===== config.mk =====
export PLATFORM = sky130hd
export DESIGN_NAME = tpdc_cmd
export DESIGN_NICKNAME = d
export VERILOG_FILES = /design/src/tpdc_pkg.sv /design/src/tpdc_cmd.sv
export SDC_FILE = /design/constraint.sdc
export NUM_CORES = 1
export LEC_CHECK = 0
export ABC_CLOCK_PERIOD_IN_PS = 4500
export BUFFER_PORTS_ARGS = -buffer_cell sky130_fd_sc_hd__buf_4
export CORE_MARGIN = 2
export CORE_UTILIZATION = 35
export DETAILED_ROUTE_END_ITERATION = 10
export SYNTH_ARGS = -nofsm -noshare
export SYNTH_HDL_FRONTEND = slang
export SYNTH_SLANG_ARGS = --single-unit

===== constraint.sdc =====
create_clock -name ref_clk -period 4.5 [get_ports ref_clk]
set_clock_uncertainty 0.15 [all_clocks]
set_input_delay 0.9 -clock ref_clk [delete_from_list [all_inputs] [get_ports ref_clk]]
set_output_delay 0.9 -clock ref_clk [all_outputs]
set_load 0.01 [all_outputs]

===== src/tpdc_pkg.sv =====
// Constants and types for the tape position and diagnostic command block
package tpdc_pkg;
    // ----------------------------------------------------------------
    // Opcodes and sense values
    // ----------------------------------------------------------------
    localparam logic [7:0]  OP_RBUF     = 8'h3C;
    localparam logic [7:0]  OP_POS      = 8'h34;
    localparam logic [7:0]  OP_RDIAG    = 8'h1C;
    localparam logic [3:0]  KEY_NONE    = 4'h0;
    localparam logic [3:0]  KEY_NREADY  = 4'h2;
    localparam logic [3:0]  KEY_ILLEGAL = 4'h5;
    localparam logic [3:0]  KEY_ABORT   = 4'hB;
    localparam logic [7:0]  ASC_NOMED   = 8'h3A;
    localparam logic [7:0]  ASCQ_NOMED  = 8'h00;
    // ----------------------------------------------------------------
    // Lengths
    // ----------------------------------------------------------------
    localparam logic [17:0] IMG_LEN     = 18'h2AE28;
    localparam logic [17:0] POS_LEN     = 18'h00014;
    localparam logic [15:0] TRACE_LEN   = 16'h0500;
    // ----------------------------------------------------------------
    // Register offsets and fields
    // ----------------------------------------------------------------
    localparam logic [4:0]  OFS_CDB0    = 5'h00;
    localparam logic [4:0]  OFS_CDB1    = 5'h04;
    localparam logic [4:0]  OFS_CDB2    = 5'h08;
    localparam logic [4:0]  OFS_CTRL    = 5'h0C;
    localparam logic [4:0]  OFS_STAT    = 5'h10;
    localparam logic [4:0]  OFS_XCNT    = 5'h14;
    localparam int          CTRL_START  = 0;
    localparam int          CTRL_CLR    = 1;
    localparam logic [95:0] CDB_RST     = 96'h0;
    // ----------------------------------------------------------------
    // Types
    // ----------------------------------------------------------------
    typedef enum logic [1:0] {SRC_POS, SRC_IMG, SRC_DIAG, SRC_TRACE} tpdc_src_e;
    typedef struct packed {
        logic [3:0] key;
        logic [7:0] asc;
        logic [7:0] ascq;
    } tpdc_sense_s;
    localparam tpdc_sense_s SENSE_RST = '{KEY_NONE, 8'h00, 8'h00};
endpackage


===== src/tpdc_cmd.sv =====
// Command interpreter for position report, microcode read-back and diag results
//
// The register offsets and the Avalon-MM interface to the registers were chosen for this implementation.
`timescale 1ns/1ns
module tpdc_cmd
    import tpdc_pkg::*;
(
    input  wire logic        ref_clk,
    input  wire logic        resetn,
    input  wire logic [4:0]  avs_address,
    input  wire logic        avs_read,
    input  wire logic        avs_write,
    input  wire logic [3:0]  avs_byteenable,
    input  wire logic [31:0] avs_writedata,
    output logic      [31:0] avs_readdata,
    output logic             avs_waitrequest,
    input  wire logic        cart_loaded,
    input  wire logic        legacy_format,
    input  wire logic        at_lbot,
    input  wire logic        past_leot,
    input  wire logic        pos_unknown,
    input  wire logic [31:0] block_addr,
    input  wire logic        xfer_fault,
    input  wire logic [15:0] diag_len,
    output tpdc_src_e        src_sel,
    output logic      [17:0] src_addr,
    input  wire logic [7:0]  src_data,
    output logic      [7:0]  din_data,
    output logic             din_valid,
    input  wire logic        din_ready
);
    typedef enum logic [1:0] {ST_IDLE, ST_LOAD, ST_SEND} tpdc_st_e;
    tpdc_st_e    st;
    logic        ack;
    logic [95:0] cdb;
    logic        busy_done;
    logic        chk;
    tpdc_sense_s sense;
    logic [17:0] xcnt;
    logic [17:0] xlen;
    logic        snap_bop;
    logic        snap_eop;
    logic        snap_bpu;
    logic [31:0] snap_addr;

    // ----------------------------------------------------------------
    // Bus slave: one wait cycle, then answer
    // ----------------------------------------------------------------
    wire req      = avs_read | avs_write;
    wire wr_take  = avs_write & ack;
    wire rd_first = avs_read & ~ack;
    wire sel_ctrl = avs_address == OFS_CTRL;
    assign avs_waitrequest = req & ~ack;

    wire [31:0] stat_word = {8'h00, sense.ascq, sense.asc, sense.key,
                             1'b0, chk, busy_done, st != ST_IDLE};
    wire [31:0] rd_mux =
        (avs_address == OFS_CDB0) ? cdb[31:0]  :
        (avs_address == OFS_CDB1) ? cdb[63:32] :
        (avs_address == OFS_CDB2) ? cdb[95:64] :
        (avs_address == OFS_STAT) ? stat_word  :
        (avs_address == OFS_XCNT) ? {14'h0, xcnt} : 32'h0;

    always_ff @(posedge ref_clk or negedge resetn) begin
        if (!resetn) begin
            ack          <= 1'b0;
            avs_readdata <= 32'h0;
        end else begin
            ack <= req & ~ack;
            if (rd_first) begin
                avs_readdata <= rd_mux;
            end
        end
    end

    always_ff @(posedge ref_clk or negedge resetn) begin
        if (!resetn) begin
            cdb <= CDB_RST;
        end else if (wr_take && avs_address < OFS_CTRL) begin
            for (int i = 0; i < 4; i++) begin
                if (avs_byteenable[i]) begin
                    cdb[avs_address[3:2]*32 + i*8 +: 8] <= avs_writedata[i*8 +: 8];
                end
            end
        end
    end

    // ----------------------------------------------------------------
    // Descriptor decode
    // ----------------------------------------------------------------
    function automatic logic [7:0] cb(input logic [95:0] c, input int n);
        return c[n*8 +: 8];
    endfunction

    wire [7:0]  op        = cb(cdb, 0);
    wire [7:0]  cdb_b1    = cb(cdb, 1);
    wire [7:0]  cdb_b5    = cb(cdb, 5);
    wire [23:0] rb_field  = {cb(cdb, 6), cb(cdb, 7), cb(cdb, 8)};
    wire        blk_sel   = cdb_b1[0];
    wire [17:0] rb_len    = rb_field[17:0];
    wire [15:0] rd_alloc  = {cb(cdb, 3), cb(cdb, 4)};
    wire        trace_sel = cdb_b5[7];
    wire        rb_bad    = rb_field != {6'h0, IMG_LEN};
    wire [15:0] rd_avail  = trace_sel ? TRACE_LEN : diag_len;
    wire [15:0] rd_cnt    = (rd_alloc < rd_avail) ? rd_alloc : rd_avail;

    // Legacy format beats block type; no cartridge beats both
    wire [3:0] pos_key = !cart_loaded   ? KEY_NREADY  :
                         legacy_format  ? KEY_ILLEGAL :
                         blk_sel        ? KEY_ILLEGAL : KEY_NONE;
    wire [3:0] dec_key = (op == OP_POS)   ? pos_key :
                         (op == OP_RBUF)  ? (rb_bad ? KEY_ILLEGAL : KEY_NONE) :
                         (op == OP_RDIAG) ? KEY_NONE : KEY_ILLEGAL;
    wire [7:0] dec_asc = (op == OP_POS && !cart_loaded) ? ASC_NOMED : 8'h00;
    wire [17:0] dec_len = (op == OP_POS)  ? POS_LEN :
                          (op == OP_RBUF) ? IMG_LEN : {2'b00, rd_cnt};
    wire tpdc_src_e dec_src = (op == OP_POS)  ? SRC_POS :
                              (op == OP_RBUF) ? SRC_IMG :
                              trace_sel ? SRC_TRACE : SRC_DIAG;

    wire start    = wr_take & sel_ctrl & avs_writedata[CTRL_START] & (st == ST_IDLE);
    wire clr_done = wr_take & sel_ctrl & avs_writedata[CTRL_CLR];
    wire dec_chk  = dec_key != KEY_NONE;
    wire no_data  = dec_len == 18'h0;

    // ----------------------------------------------------------------
    // Position response bytes
    // ----------------------------------------------------------------
    function automatic logic [7:0] pos_byte(input logic [17:0] idx, input logic partition_start_flag,
                                            input logic eop, input logic position_unknown_flag,
                                            input logic [31:0] a);
        logic [31:0] av;
        av = position_unknown_flag ? 32'h0 : a;
        case (idx)
            18'd0:   pos_byte = {partition_start_flag, eop, 3'b000, position_unknown_flag, 2'b00};
            18'd4:   pos_byte = av[31:24];
            18'd5:   pos_byte = av[23:16];
            18'd6:   pos_byte = av[15:8];
            18'd7:   pos_byte = av[7:0];
            default: pos_byte = 8'h00;
        endcase
    endfunction

    wire [7:0] next_byte = (src_sel == SRC_POS) ?
                           pos_byte(xcnt, snap_bop, snap_eop, snap_bpu, snap_addr) :
                           src_data;
    wire fault   = (src_sel == SRC_IMG) & xfer_fault & (st != ST_IDLE);
    wire sent    = (st == ST_SEND) & din_ready;
    wire last    = sent & (xcnt + 18'd1 == xlen);
    wire finish  = (start & (dec_chk | no_data)) | fault | last;

    assign din_valid = (st == ST_SEND);
    assign src_addr  = xcnt;

    // ----------------------------------------------------------------
    // Command sequencer
    // ----------------------------------------------------------------
    always_ff @(posedge ref_clk or negedge resetn) begin
        if (!resetn) begin
            st        <= ST_IDLE;
            xcnt      <= 18'h0;
            xlen      <= 18'h0;
            src_sel   <= SRC_POS;
            din_data  <= 8'h00;
            chk       <= 1'b0;
            sense     <= SENSE_RST;
            snap_bop  <= 1'b0;
            snap_eop  <= 1'b0;
            snap_bpu  <= 1'b0;
            snap_addr <= 32'h0;
        end else begin
            case (st)
                ST_IDLE: begin
                    if (start) begin
                        xcnt    <= 18'h0;
                        xlen    <= dec_len;
                        src_sel <= dec_src;
                        chk     <= dec_chk;
                        sense   <= '{dec_key, dec_asc, ASCQ_NOMED};
                        // Stored position only; no motion request exists
                        snap_bop  <= at_lbot;
                        snap_eop  <= past_leot;
                        snap_bpu  <= pos_unknown;
                        snap_addr <= block_addr;
                        if (!dec_chk && !no_data) begin
                            st <= ST_LOAD;
                        end
                    end
                end
                ST_LOAD: begin
                    din_data <= next_byte;
                    st       <= ST_SEND;
                end
                ST_SEND: begin
                    if (sent) begin
                        xcnt <= xcnt + 18'd1;
                        st   <= last ? ST_IDLE : ST_LOAD;
                    end
                end
                default: st <= ST_IDLE;
            endcase
            if (fault) begin
                st    <= ST_IDLE;
                chk   <= 1'b1;
                sense <= '{KEY_ABORT, 8'h00, 8'h00};
            end
        end
    end

    // Done flag: hardware set wins over software clear
    always_ff @(posedge ref_clk or negedge resetn) begin
        if (!resetn) begin
            busy_done <= 1'b0;
        end else begin
            busy_done <= finish | (busy_done & ~clr_done & ~start);
        end
    end
endmodule


# After elaboration in Yosys (flattened, before gate mapping)
# Cells that the tools add are included.
[word_totals]
inputBits = 108
out_inout_bits = 62
reg_bits = 234
[classes]
n_lt_le_gt_ge = 2
muxes = 49
eq_ne = 22
addsub = 8
n_reduce_logical = 20
bitwise = 22
shift = 8
[op_table]
columns = ["op", "count"]
rows = [
  ["$mux 96", 7],
  ["$bwmux 96", 4],
  ["$shift 8x34->96 const A", 4],
  ["$shiftx 8x34->96", 4],
  ["$mux 32", 4],
  ["$neg 8->34", 3],
  ["$mux 18", 5],
  ["$eq 18x3->1 const B", 4],
  ["$mux 20", 3],
  ["$pmux 8 s5", 1],
  ["$logic_not 18->1", 2],
  ["$pmux 18 s2", 1],
  ["$neg 7->34", 1],
  ["$mux 16", 2],
  ["$mux 24", 1],
  ["$ne 24x18->1 const B", 1],
  ["$mux 3", 7],
  ["$add 18x1->18 const B", 1],
  ["$eq 18x18->1", 1],
  ["$add 7x5->8 const B", 2],
  ["$eq 8x6->1 const B", 2],
  ["$lt 16x16->1", 1],
  ["$and 1x1->1", 14],
  ["$mux 2", 6],
  ["27 further kinds", 50],
]

# Longest topological paths before layout
# Gate-level depths: netlist of the first run.
[depth]
word_depth = 13
mapped_depth = 13
mapped_depth_nobuf = 10

# Worst setup path before layout of the first run
# OpenSTA, ideal clock, no wires.
[synth_timing]
path_kind = "input-to-reg"
from = "in avs_address[2]"
to = "reg avs_readdata[0]"
cell_stages = 11
arrival_ns = 2.883
setup_time_ns = 0.083
path_slack_ns = 1.384
required_ns = 4.267
path_cell_list = "clkbuf_1 > inv_1 > ha_1 > clkbuf_1 > and4b_1 > clkbuf_1 > clkbuf_1 > a22oi_1 > a311oi_1 > a21oi_1 > o21ai_0"
[synth_between]
elab_chain_len = 6
elab_cells_between_ends = 10
classes_between = "eq/ne (4); mux (5); reduce/logical (1)"
[synth_rtl]
columns = ["element", "line_no", "rtl"]
rows = [
  ["start, declared", "tpdc_cmd.sv:10", "input wire logic [4:0] avs_address,"],
  ["$eq 5x5->1", "tpdc_cmd.sv:62", "(avs_address == OFS_XCNT) ? {14'h0, xcnt} : 32'h0;"],
  ["$mux 18", "tpdc_cmd.sv:62", ""],
  ["$mux 24", "tpdc_cmd.sv:61", "(avs_address == OFS_STAT) ? stat_word :"],
  ["$mux 32", "tpdc_cmd.sv:60", "(avs_address == OFS_CDB2) ? cdb[95:64] :"],
  ["$mux 32", "tpdc_cmd.sv:59", "(avs_address == OFS_CDB1) ? cdb[63:32] :"],
  ["$mux 32 *", "tpdc_cmd.sv:58", "(avs_address == OFS_CDB0) ? cdb[31:0] :"],
  ["end signal, assigned", "tpdc_cmd.sv:71", "avs_readdata <= rd_mux;"],
  ["end, declared", "tpdc_cmd.sv:15", "output logic [31:0] avs_readdata,"],
]
# Every way passes the cells marked *; elsewhere a longest branch is shown, timed or not.
# A chain may end at the register's enable or synchronous reset.

# Worst setup path in the final report of the first run
[layout_timing]
from = "reg xcnt[0] (netlist: src_addr[0])"
to = "reg st[0]"
[layout_between]
elab_chain_len = 7
[layout_rtl]
columns = ["element", "line_no", "rtl"]
rows = [
  ["start, declared", "tpdc_cmd.sv:39", "logic [17:0] xcnt;"],
  ["start signal, assigned", "tpdc_cmd.sv:196", "xcnt <= xcnt + 18'd1;"],
  ["$add 18x1->18", "tpdc_cmd.sv:149", "wire last = sent & (xcnt + 18'd1 == xlen);"],
  ["$eq 18x18->1", "tpdc_cmd.sv:149", ""],
  ["$and 1x1->1", "tpdc_cmd.sv:149", ""],
  ["$mux 1", "tpdc_cmd.sv:197", "st <= last ? ST_IDLE : ST_LOAD;"],
  ["$mux 2", "tpdc_cmd.sv:195", "if (sent) begin"],
  ["$pmux 2 s3", "tpdc_cmd.sv:172", "case (st)"],
  ["$mux 2", "tpdc_cmd.sv:202", "if (fault) begin"],
  ["end signal, assigned", "tpdc_cmd.sv:197", ""],
  ["end, declared", "tpdc_cmd.sv:33", "tpdc_st_e st;"],
]
# Every way passes these cells. The select of a mux whose other input is x is not followed.

==> out/qor.txt, run 1 <==
CTS
-----------------------------------------------------------------------------------------------------
Maximum buffer depth of the clock tree .................................................            3
Clock-pin slew reported for the worst setup and hold paths after clock tree synthesis ..      0.06 ns
CTS tree ...............................................................................        built
Count of H-tree levels built during CTS ................................................            1
Clock Latency Late Sink ................................................................      0.53 ns
Post-cts resize count ..................................................................            0
# hold bufs at CTS .....................................................................            0
Inserted Clock Buffers .................................................................           25
Post-CTS setup-driven buffer insertion count ...........................................            0
Number of clock sinks ..................................................................          218
Root buffer selected by CTS ............................................................    clkbuf_16

FINISH
-----------------------------------------------------------------------------------------------------
Fraction of layout instances using a drive strength above 1 ............................       16.56%
Count of fill cells added during filler insertion ......................................         3144
Layout area overhead ...................................................................       21.31%
Fin nets ...............................................................................         1552
Diode insertion count for antenna repair ...............................................            0

GLOBAL ROUTING
-----------------------------------------------------------------------------------------------------
Number of global-route vias before repair ..............................................         9834
Pin count of the biggest net entering global routing ...................................           92
Overall overflow remaining after global route ..........................................            0
Global-route usage over all layers .....................................................       21.56%
Initial antenna violation count ........................................................            0
Wire length of the first global-routing pass ...........................................     56590 um

LOGIC SYNTHESIS
-----------------------------------------------------------------------------------------------------
Synthesis-stage register bit count .....................................................          218
Warnings, synthesis ....................................................................            0
Synth area leaders ..................................................................... dfrtp_1, nand2_1, o21ai_0
Synth Instances ........................................................................         1296
Share of flip-flops with an asynchronous set or reset ..................................       100.0%
Syn nets ...............................................................................         1429
Post-synthesis share of cell area spent on full adders, half adders and majority gates .       2.809%
Predominant post-synthesis flop cell ...................................................      dfrtp_1
Simple logic cell fraction of the synthesized area .....................................       21.63%
Cell taking the most area after synthesis ..............................................      dfrtp_1
Xor/xnor cell area share of the yosys netlist ..........................................       1.809%
EDFF count, synth ......................................................................            0
Number of unique standard cell types used by synthesis .................................           66
Seq/Total Area, Yosys ..................................................................       48.98%
Mean Syn Cell Area .....................................................................  8.593 sq um
Compound-cell area share of the yosys netlist ..........................................       19.91%
Dominant combinational cell family by area after synthesis ............................. simple AND/OR/NAND/NOR gates
Multiplexer fraction of the synthesized cell area ......................................      0.5842%
Synth top area share ...................................................................       48.98%
Synthesized cell area ..................................................................  11140 sq um

ROUTING
-----------------------------------------------------------------------------------------------------
Average via count per standard cell ....................................................        5.507
Remaining antenna violation count after routing ........................................            0
DRC violation count after routing ......................................................            0
DR vias ................................................................................       10.13k
Drt initial violations .................................................................         1070
Average wire per cell in the routed design .............................................     19.36 um
Post-Route WL ..........................................................................     35610 um
Number of optimization iterations in the first detailed-route pass .....................            9

WORST SETUP PATH
-----------------------------------------------------------------------------------------------------
Slowest cell delay on critical path ....................................................      0.66 ns
Dominant delay contributor by cell family on the critical path ......................... simple AND/OR/NAND/NOR gates
Critical path data required time .......................................................      4.77 ns
Worst-path maximum fanout ..............................................................           11
Worst setup SP type ....................................................................    flip-flop
Arrival time of the worst setup path ...................................................      3.84 ns
R2R Path Start ......................................................................... src_addr[0]$_DFFE_PN0P_
Reg-to-reg setup timing slack ..........................................................      0.93 ns
Crit path buffers/inverters ............................................................            0
Cell type of the slowest stage on the worst timing path ................................      dfrtp_1
Depth of the worst register-to-register path ...........................................            9
Classification of the worst setup path .................................................   reg -> reg
R2r endpoint ........................................................................... st[0]$_DFFE_PN0P_
Critical path capture point type .......................................................    flip-flop
Critical path, cell by cell ............................................................ ha_1, nand3_2, or4_4, xnor2_1, nand3_1, or4_1, a2111oi_2, a21oi_1, o211a_1

STA
-----------------------------------------------------------------------------------------------------
Worst slew pin tran ....................................................................     1.115 ns
Peak clock frequency supported by timing ...............................................    280.3 MHz
Total Neg Setup Slack ..................................................................         0 ns
Period utilisation layout ..............................................................       79.28%
Max-Slew Margin vs Limit ...............................................................       25.68%
Number of slew-limit violations in the final report ....................................            0
Setup-violating endpoint count in the final report .....................................            0
RSZ-0062 raised after global routing ...................................................           no
Final min period .......................................................................     3.568 ns
Final Hold Violating Endpoints .........................................................            0

RUN STATUS
-----------------------------------------------------------------------------------------------------
Outcome ................................................................................ complete, no violations

HOLD PATH
-----------------------------------------------------------------------------------------------------
Min-Delay Path Class ...................................................................  in -> async

DIE
-----------------------------------------------------------------------------------------------------
Die X-Extent ...........................................................................     182.4 um
Starting density of the core ...........................................................       35.38%
Core outline area ......................................................................  31470 sq um
Vertical die dimension .................................................................     182.4 um
Row cnt ................................................................................           65
Total die area .........................................................................  33260 sq um
Number of top-level design ports .......................................................          170

POWER AND IR DROP
-----------------------------------------------------------------------------------------------------
Maximum resistive drop on vdd ..........................................................     250.4 uV
PD cells ............................................................................... 358.4 nW/um^2
Power consumption ......................................................................     4.842 mW
Lkg Pwr ................................................................................     6.218 nW

PLACE
-----------------------------------------------------------------------------------------------------
Number of input and output port buffers inserted .......................................          169
Placer Congestion ......................................................................       0.8727
DPL Wire Length ........................................................................     25810 um

RUN
-----------------------------------------------------------------------------------------------------
Maximum capacitance violations .........................................................            0

[cells in the mapped netlist (8+ instances only)]
master,instances
a211oi_1,13
nor3_1,12
nor4_1,13
xor2_1,9
nand2_1,338
nand4_1,9
a22oi_1,20
o31ai_1,9
dfrtp_1,218
inv_1,30
ha_1,25
and3_1,12
a221o_1,19
nor2_1,55
clkbuf_1,77
nand2b_1,17
o21ai_0,185
a21oi_1,47
o211ai_1,11
and2_1,10
a22o_1,8
xnor2_1,14
nand3_1,47
[per-stage QoR]
step / cell area [sq um] / util, % / std cells / setup WS (ns) / hold WS [ns]
global placement: 12700 / 40.34 / 1794 / 0.9404 / 0.2962
global route: 13510 / 42.93 / 1839 / 0.7894 / 0.2876
finish: 13510 / 42.93 / 1839 / 0.9324 / 0.2404
floorplan: 11140 / - / 1296 / 1.384 / 0.2946
detailed placement: 12700 / 40.34 / 1794 / 0.9352 / 0.3127
CTS: 13510 / 42.93 / 1839 / 0.9548 / 0.2668
[state kept, by name, summed over array words and instances, names as in the netlist]
name,flops
xlen,17
sense,5
ack,1
chk,1
src_sel,2
cdb,96
snap_bop,1
snap_addr,32
snap_eop,1
st,2
snap_bpu,1
avs_readdata,32
src_addr,18
busy_done,1
din_data,8
[cell families after synthesis]
group,Yosys count
compound gates,359
xor+xnor,23
fa+ha+maj,25
buf+inv,120
flops,218
mux,6
simple gates,545
[worst reg2reg max path, stage by stage, from the launching register on]
cell	delay, ns
dfrtp_1	0.66
ha_1	0.54
nand3_2	0.20
or4_4	0.61
xnor2_1	0.17
nand3_1	0.09
or4_1	0.43
a2111oi_2	0.34
a21oi_1	0.15
o211a_1	0.14
[cells in the final DEF, fill, tap and decap left out, types with 8 or more instances in the layout]
cell type / synthesis / final
o31ai_1: 9 / 9
a211oi_1: 13 / 13
o211ai_1: 11 / 11
ha_1: 25 / 25
nand4_1: 9 / 9
and2_1: 10 / 10
inv_1: 30 / 30
buf_4: 3 / 183
nor2_1: 55 / 55
and3_1: 12 / 12
a22o_1: 8 / 8
dfrtp_1: 218 / 218
a22oi_1: 20 / 20
nand3_1: 47 / 46
nand2_1: 338 / 338
a21oi_1: 47 / 47
clkbuf_16: 0 / 25
nor4_1: 13 / 13
nand2b_1: 17 / 16
a221o_1: 19 / 19
o21ai_0: 185 / 185
xor2_1: 9 / 9
xnor2_1: 14 / 14
nor3_1: 12 / 12
[how the worst max path moves through the flow]
stage / startpoint / to / slack (ns) / depth (start not counted)
final: src_addr[0]$_DFFE_PN0P_ / st[0]$_DFFE_PN0P_ / 0.93 / 9
after global routing: src_addr[0]$_DFFE_PN0P_ / st[0]$_DFFE_PN0P_ / 0.79 / 9
after CTS: src_addr[0]$_DFFE_PN0P_ / st[0]$_DFFE_PN0P_ / 0.95 / 9
after detailed placement: avs_address[4] / xlen[13]$_DFFE_PN0P_ / 0.94 / 7
after global placement: avs_address[4] / src_addr[12]$_DFFE_PN0P_ / 0.94 / 8
after floorplan: avs_address[2] / avs_readdata[0]$_DFFE_PN0P_ / 1.38 / 11
[layer usage]
layer | vias up | global-route usage [%] | routed length [um]
met3 | 61 | 4.271 | 2784
li1 | 4790 | - | -
met5 | - | 0 | 0
met1 | 4909 | 29.63 | 15630
met4 | 0 | 4.839 | 708
met2 | 368 | 35.28 | 16490
[final cells by class]
class / count / area [sq um] / share of cell area, %
sequential: 218 / 5455 / 40.38
timing repair buffer: 185 / 1409 / 10.43
clock buffer: 38 / 744.5 / 5.510
clock inverter: 7 / 70.07 / 0.5186
tap: 402 / 503.0 / 3.723
inverter: 31 / 116.4 / 0.8613
multi-input combinational: 958 / 5213 / 38.58
[power breakdown]
group          internal [mW]  leakage (nW)  switching (mW)  total (mW)
Sequential              2.11          2.92           0.165        2.28
Clock                   1.20         0.401           0.820        2.02
Combinational          0.239          2.89           0.307       0.546
Power figures use the tool's default switching activity.
==> run 2: changes to the inputs <==
- ABC_CLOCK_PERIOD_IN_PS: 4500 -> 3530
- clock period: 4.5 -> 3.53 ns (I/O delays scaled with it)
==> run 2 against run 1 <==
Die area stayed put; largest cell class unchanged; combinational power increased by 31%; wire length decreased by 0.72%; first-iteration DRC count shrank 13%; maximum frequency rose by 16%; sequential cell count unchanged; highest routed layer is now met5.
==> out/qor.txt, run 2 (synthesis results as in run 1) <==
RUN STATUS
----------------------------------------------------------------------------------------------------
Outcome ............................................................................... complete, no violations

DIE
----------------------------------------------------------------------------------------------------
Starting density of the core ..........................................................       35.38%
Total die area ........................................................................  33260 sq um
Vertical die dimension ................................................................     182.4 um
Row cnt ...............................................................................           65
Core outline area .....................................................................  31470 sq um
Die X-Extent ..........................................................................     182.4 um
Number of top-level design ports ......................................................          170

STA
----------------------------------------------------------------------------------------------------
Max-Slew Margin vs Limit ..............................................................       22.60%
Peak clock frequency supported by timing ..............................................    325.6 MHz
Final Hold Violating Endpoints ........................................................            0
Setup-violating endpoint count in the final report ....................................            0
RSZ-0062 raised after global routing ..................................................           no
Worst slew pin tran ...................................................................     1.161 ns
Number of slew-limit violations in the final report ...................................            0
Total Neg Setup Slack .................................................................         0 ns
Period utilisation layout .............................................................       87.00%
Final min period ......................................................................     3.071 ns

POWER AND IR DROP
----------------------------------------------------------------------------------------------------
Combinational power share .............................................................        11.4%
Clock group share of total power ......................................................        42.6%
Lkg Pwr ...............................................................................     6.396 nW
Net Switching .........................................................................     1.660 mW
Part of the total power dissipated in sequential elements .............................        46.1%
Switching portion of total power ......................................................       26.37%
Cell internal power dissipation .......................................................     4.636 mW
Maximum resistive drop on vdd .........................................................     319.5 uV
PD cells .............................................................................. 455.8 nW/um^2

WORST SETUP PATH
----------------------------------------------------------------------------------------------------
Dominant delay contributor by cell family on the critical path ........................ compound AO/OA/AOI/OAI gates
Cell type with the highest occurrence count on the critical path ......................      a21oi_1
Slowest cell delay on critical path ...................................................      0.76 ns
Worst-path maximum fanout .............................................................           21
Critical path, cell by cell ........................................................... nand2b_1, ha_1, a21o_1, nand3_1, a21oi_1, nor3_1, o31a_1, mux2i_1, a21oi_1, o211a_1
Critical path data required time ......................................................      3.79 ns
Cell type of the slowest stage on the worst timing path ...............................      dfrtp_1
Reg-to-reg setup timing slack .........................................................      0.46 ns
Classification of the worst setup path ................................................   reg -> reg
Arrival time of the worst setup path ..................................................      3.33 ns
Crit path buffers/inverters ...........................................................            0
R2R Path Start ........................................................................ cdb[47]$_DFFE_PN0P_
R2r endpoint .......................................................................... st[0]$_DFFE_PN0P_
Worst setup SP type ...................................................................    flip-flop
Depth of the worst register-to-register path ..........................................           10
Critical path capture point type ......................................................    flip-flop

ROUTING
----------------------------------------------------------------------------------------------------
Uppermost layer routed ................................................................         met5
Average via count per standard cell ...................................................        5.373
Routed wl met3 ........................................................................      2477 um
Wire length on met1 ...................................................................     15730 um
Post-Route WL .........................................................................     35350 um
DRC violation count after routing .....................................................            0
DR vias ...............................................................................       10.05k
Number of optimization iterations in the first detailed-route pass ....................            7
Drt initial violations ................................................................          935
Met2 Routed Length ....................................................................     16440 um
Average wire per cell in the routed design ............................................     18.90 um
Remaining antenna violation count after routing .......................................            0

PLACE
----------------------------------------------------------------------------------------------------
Number of input and output port buffers inserted ......................................          169
Placer Congestion .....................................................................       0.8893
DPL Wire Length .......................................................................     26040 um

FINISH
----------------------------------------------------------------------------------------------------
Top library cells by usage in the layout, fill and taps aside ......................... nand2_1, dfrtp_1, buf_4
Register with the highest flop count ..................................................          cdb
Layout area overhead ..................................................................       24.04%
Most common cell after layout, fill and taps aside ....................................      nand2_1
Regs by FF count ...................................................................... cdb: 96 flops, avs_readdata: 32 flops, snap_addr: 32 flops
Max reg flops .........................................................................           96
Share of the core filled with cells ...................................................       43.89%
Fraction of layout instances using a drive strength above 1 ...........................       18.13%
Fin nets ..............................................................................         1580

GLOBAL ROUTING
----------------------------------------------------------------------------------------------------
Wire length of the first global-routing pass ..........................................     55650 um
Global-route usage over all layers ....................................................       21.18%
Number of global-route vias before repair .............................................         9790
Initial antenna violation count .......................................................            1
Overall overflow remaining after global route .........................................            0
Pin count of the biggest net entering global routing ..................................           72

CTS
----------------------------------------------------------------------------------------------------
Count of H-tree levels built during CTS ...............................................            1
Inserted Clock Buffers ................................................................           26
Maximum buffer depth of the clock tree ................................................            3
CTS tree ..............................................................................        built
Root buffer selected by CTS ...........................................................    clkbuf_16
Clock Latency Late Sink ...............................................................      0.54 ns
Post-cts resize count .................................................................            0
Clock-pin slew reported for the worst setup and hold paths after clock tree synthesis .      0.06 ns
Number of clock sinks .................................................................          218

HOLD PATH
----------------------------------------------------------------------------------------------------
Min-Delay Path Class ..................................................................    in -> reg
Worst hold path cell count ............................................................            3
Hold Crit Endpoint .................................................................... snap_addr[17]$_DFFE_PN0P_
Worst min-delay path startpoint ....................................................... block_addr[17]

RUN
----------------------------------------------------------------------------------------------------
Maximum capacitance violations ........................................................            0

[run 2: cell count changes in the layout (fill, tap and decap cells not counted), sizes merged]
cell,before,now
buf,185,211
clkbuf,38,42
diode,0,1
dlygate4sd3,0,1
inv,32,31
[run 2: area by class of cell]
class / instances / area [sq um]
Antenna cell: 1 / 2.502
Tap cell: 402 / 503.0
Timing Repair Buffer: 212 / 1652
Multi-Input combinational cell: 958 / 5213
Inverter: 31 / 116.4
Clock inverter: 6 / 72.57
Clock buffer: 42 / 800.8
Fill cell: 3101 / 17660
Sequential cell: 218 / 5455
[run 2: tightest hold or removal path: cells and delay by family]
kind | cells | cell delay [ns]
AND/OR/NAND/NOR | 2 | 0.08
buffers and inverters | 1 | 0.07
[run 2: repair_timing]
item                                   CTS  global route
hold buffers                             1             0
buffers inserted                         0             0
endpoints found under the hold margin    5             0
[run 2: worst max-delay path by stage]
| stage | startpoint | end | slack (ns) | cells past startpoint |
|---|---|---|---|---|
| 2_1_floorplan | avs_address[2] | avs_readdata[0]$_DFFE_PN0P_ | 0.61 | 11 |
| 3_3_place_gp | avs_address[4] | avs_readdata[12]$_DFFE_PN0P_ | 0.43 | 8 |
| 3_5_place_dp | avs_address[4] | src_addr[15]$_DFFE_PN0P_ | 0.33 | 8 |
| 4_1_cts | cdb[47]$_DFFE_PN0P_ | st[0]$_DFFE_PN0P_ | 0.44 | 10 |
| 5_1_grt | cdb[47]$_DFFE_PN0P_ | xlen[10]$_DFFE_PN0P_ | 0.32 | 10 |
| 6_report | cdb[47]$_DFFE_PN0P_ | st[0]$_DFFE_PN0P_ | 0.46 | 10 |
[run 2: per-layer routing]
metal / GRT usage (%) / vias to the layer above
met4: 4.774 / 2
met3: 4.211 / 61
met5: 0 / -
li1: - / 4844
met1: 29.30 / 4815
met2: 34.44 / 326
[run 2: metrics by stage]
step	setup WS, ns	cells	hold slack (ns)	power, mW	cell area [sq um]
floorplan	0.6081	1296	0.2604	3.240	11140
global placement	0.4323	1820	0.2952	3.648	12930
detailed placement	0.3287	1820	0.3059	3.658	12930
CTS	0.4434	1869	0.2142	6.360	13810
global route	0.3214	1869	0.2160	6.578	13810
finish	0.4590	1870	0.2269	6.296	13810
[run 2: power by group through the flow]
stage	registers (mW)	clock network [mW]	logic [mW]
after detailed placement	2.94	0	0.718
after CTS	2.90	2.74	0.723
final	2.90	2.68	0.717
after floorplan	2.86	0	0.379
after global placement	2.94	0	0.710
after global routing	2.92	2.84	0.813
==> run 3: changes to the inputs <==
- CORE_ASPECT_RATIO: not set -> 1.5
- TNS_END_PERCENT: not set -> 20
==> run 3 against run 2 <==
Power is essentially flat; global-route usage up 0.62 points; maximum frequency decreased by 2.4%; sequential share of layout area rose by 0.35 points; sequential cell count stayed put; critical path depth decreased by 2; core utilization decreased by 0.46 points; die area about the same; critical endpoint unchanged; register-to-register slack worse by 0.07 ns; setup slack worse by 0.074 ns; final cell count down 0.37%.
==> out/qor.txt, run 3 (synthesis results as in run 1) <==
ROUTING
----------------------------------------------------------------------------------------------------
Drt initial violations ................................................................          706
Post-Route WL .........................................................................     36260 um
Remaining antenna violation count after routing .......................................            0
DRC violation count after routing .....................................................            0
Average wire per cell in the routed design ............................................     19.46 um
Number of optimization iterations in the first detailed-route pass ....................            8
DR vias ...............................................................................         9998
Average via count per standard cell ...................................................        5.367

PLACE
----------------------------------------------------------------------------------------------------
DPL Wire Length .......................................................................     26550 um
Placer Congestion .....................................................................       0.9135
Number of input and output port buffers inserted ......................................          169
Placed insts ..........................................................................         1819

CTS
----------------------------------------------------------------------------------------------------
CTS tree ..............................................................................        built
Maximum buffer depth of the clock tree ................................................            3
# hold bufs at CTS ....................................................................            0
Count of H-tree levels built during CTS ...............................................            1
Root buffer selected by CTS ...........................................................    clkbuf_16
Post-CTS setup-driven buffer insertion count ..........................................            0
Clock Latency Late Sink ...............................................................      0.54 ns
Clock-pin slew reported for the worst setup and hold paths after clock tree synthesis .      0.07 ns
Post-cts resize count .................................................................            0
Number of clock sinks .................................................................          218
Inserted Clock Buffers ................................................................           24

STA
----------------------------------------------------------------------------------------------------
Final min period ......................................................................     3.145 ns
Post-Route Hold Slack .................................................................  0.009435 ns
Max-Slew Margin vs Limit ..............................................................       20.60%
Worst slew pin tran ...................................................................     1.187 ns
RSZ-0062 raised after global routing ..................................................           no
Final Hold Violating Endpoints ........................................................            0
Setup-violating endpoint count in the final report ....................................            0
Peak clock frequency supported by timing ..............................................    317.9 MHz
Period utilisation layout .............................................................       89.10%
Total Neg Setup Slack .................................................................         0 ns
Number of slew-limit violations in the final report ...................................            0

FINISH
----------------------------------------------------------------------------------------------------
Share of the core filled with cells ...................................................       43.43%
Layout area overhead ..................................................................       22.95%
Max reg flops .........................................................................           96
Fraction of layout instances using a drive strength above 1 ...........................       17.55%
Most common cell after layout, fill and taps aside ....................................      nand2_1
Register with the highest flop count ..................................................          cdb
Fin nets ..............................................................................         1568
Diode insertion count for antenna repair ..............................................            0
Number of cells in the finished layout apart from fillers .............................         1863
Top library cells by usage in the layout, fill and taps aside ......................... nand2_1, dfrtp_1, buf_4
Regs by FF count ...................................................................... cdb: 96 flops, avs_readdata: 32 flops, snap_addr: 32 flops

GLOBAL ROUTING
----------------------------------------------------------------------------------------------------
Initial antenna violation count .......................................................            0
Global-route met3 utilization .........................................................       3.039%
Wire length of the first global-routing pass ..........................................     56700 um
Met2 Track Usage GR ...................................................................       37.85%
Overall overflow remaining after global route .........................................            0
Global-route usage over all layers ....................................................       21.80%
Met1 layer usage reported by global route .............................................       27.04%
Pin count of the biggest net entering global routing ..................................           75
Most used routing layer in global routing .............................................         met2
Number of global-route vias before repair .............................................         9905

RUN
----------------------------------------------------------------------------------------------------
Maximum capacitance violations ........................................................            0

WORST SETUP PATH
----------------------------------------------------------------------------------------------------
Depth of the worst register-to-register path ..........................................            8
R2R Path Start ........................................................................ src_addr[4]$_DFFE_PN0P_
Critical path data required time ......................................................      3.81 ns
Cell type of the slowest stage on the worst timing path ...............................      dfrtp_1
R2r endpoint .......................................................................... st[0]$_DFFE_PN0P_
Worst setup SP type ...................................................................    flip-flop
Arrival time of the worst setup path ..................................................      3.43 ns
Worst-path maximum fanout .............................................................            9
Reg-to-reg setup timing slack .........................................................      0.38 ns
Critical path, cell by cell ........................................................... nand3_1, nor3_1, xnor2_1, o211ai_1, or4_1, a2111oi_2, a21oi_1, o211a_1
Classification of the worst setup path ................................................   reg -> reg
Slowest cell delay on critical path ...................................................      0.64 ns
Critical path capture point type ......................................................    flip-flop

DIE
----------------------------------------------------------------------------------------------------
Total die area ........................................................................  33290 sq um
Vertical die dimension ................................................................     222.5 um
Starting density of the core ..........................................................       35.32%
Number of top-level design ports ......................................................          170
Row cnt ...............................................................................           80
Core outline area .....................................................................  31530 sq um
Die X-Extent ..........................................................................     149.6 um

POWER AND IR DROP
----------------------------------------------------------------------------------------------------
Maximum resistive drop on vdd .........................................................     566.8 uV
Lkg Pwr ...............................................................................     6.326 nW
Power consumption .....................................................................     6.300 mW
PD cells .............................................................................. 460.1 nW/um^2

RUN STATUS
----------------------------------------------------------------------------------------------------
Outcome ............................................................................... complete, no violations

HOLD PATH
----------------------------------------------------------------------------------------------------
Min-Delay Path Class ..................................................................  in -> async

## run 3: cell types whose count changed in the layout (fill, tap and decap cells not counted), sizes merged
cell	previous run	this run
clkbuf	42	34
dlygate4sd3	1	0
buf	211	202
diode	1	0
bufinv	1	3
clkinv	4	6
## run 3: layout make-up
type / count / area [sq um]
multi-input combinational: 958 / 5213
timing repair buffer: 202 / 1562
inverter: 31 / 116.4
clock buffer: 34 / 699.4
sequential: 218 / 5455
clock inverter: 10 / 135.1
fill: 3179 / 17840
tap: 410 / 513.0
## run 3: per-stage QoR
step                      area [sq um]  setup WS (ns)
after floorplan                  11140         0.6081
after global placement           12860         0.4044
after detailed placement         12860         0.3699
after CTS                        13690         0.3447
after global routing             13690         0.2263
final                            13690         0.3847
## run 3: metal layers
metal  vias up  wire length [um]
li1       4798                 -
met1      4766             14300
met2       353             18290
met3        81              2265
met4         0              1396
met5         -                 0
## run 3: worst max path at each step
stage	end	from	slack, ns
2_1_floorplan	avs_readdata[0]$_DFFE_PN0P_	avs_address[2]	0.61
6_report	st[0]$_DFFE_PN0P_	src_addr[4]$_DFFE_PN0P_	0.38
3_3_place_gp	st[0]$_DFFE_PN0P_	src_addr[4]$_DFFE_PN0P_	0.40
3_5_place_dp	st[0]$_DFFE_PN0P_	src_addr[4]$_DFFE_PN0P_	0.37
4_1_cts	st[0]$_DFFE_PN0P_	src_addr[4]$_DFFE_PN0P_	0.34
5_1_grt	st[0]$_DFFE_PN0P_	src_addr[4]$_DFFE_PN0P_	0.23
## run 3: power breakdown
part           leakage [nW]  total, mW  switching (mW)  internal, mW
Clock                 0.410       2.67            1.07          1.60
Combinational          2.99      0.716           0.400         0.317
Sequential             2.92       2.91           0.218          2.69
## run 3: worst max-delay path: cells and delay by family (launching register included)
kind,cells,cell delay (ns)
compound gates,4,0.72
simple gates,3,1.36
flops,1,0.64
xor+xnor,1,0.18
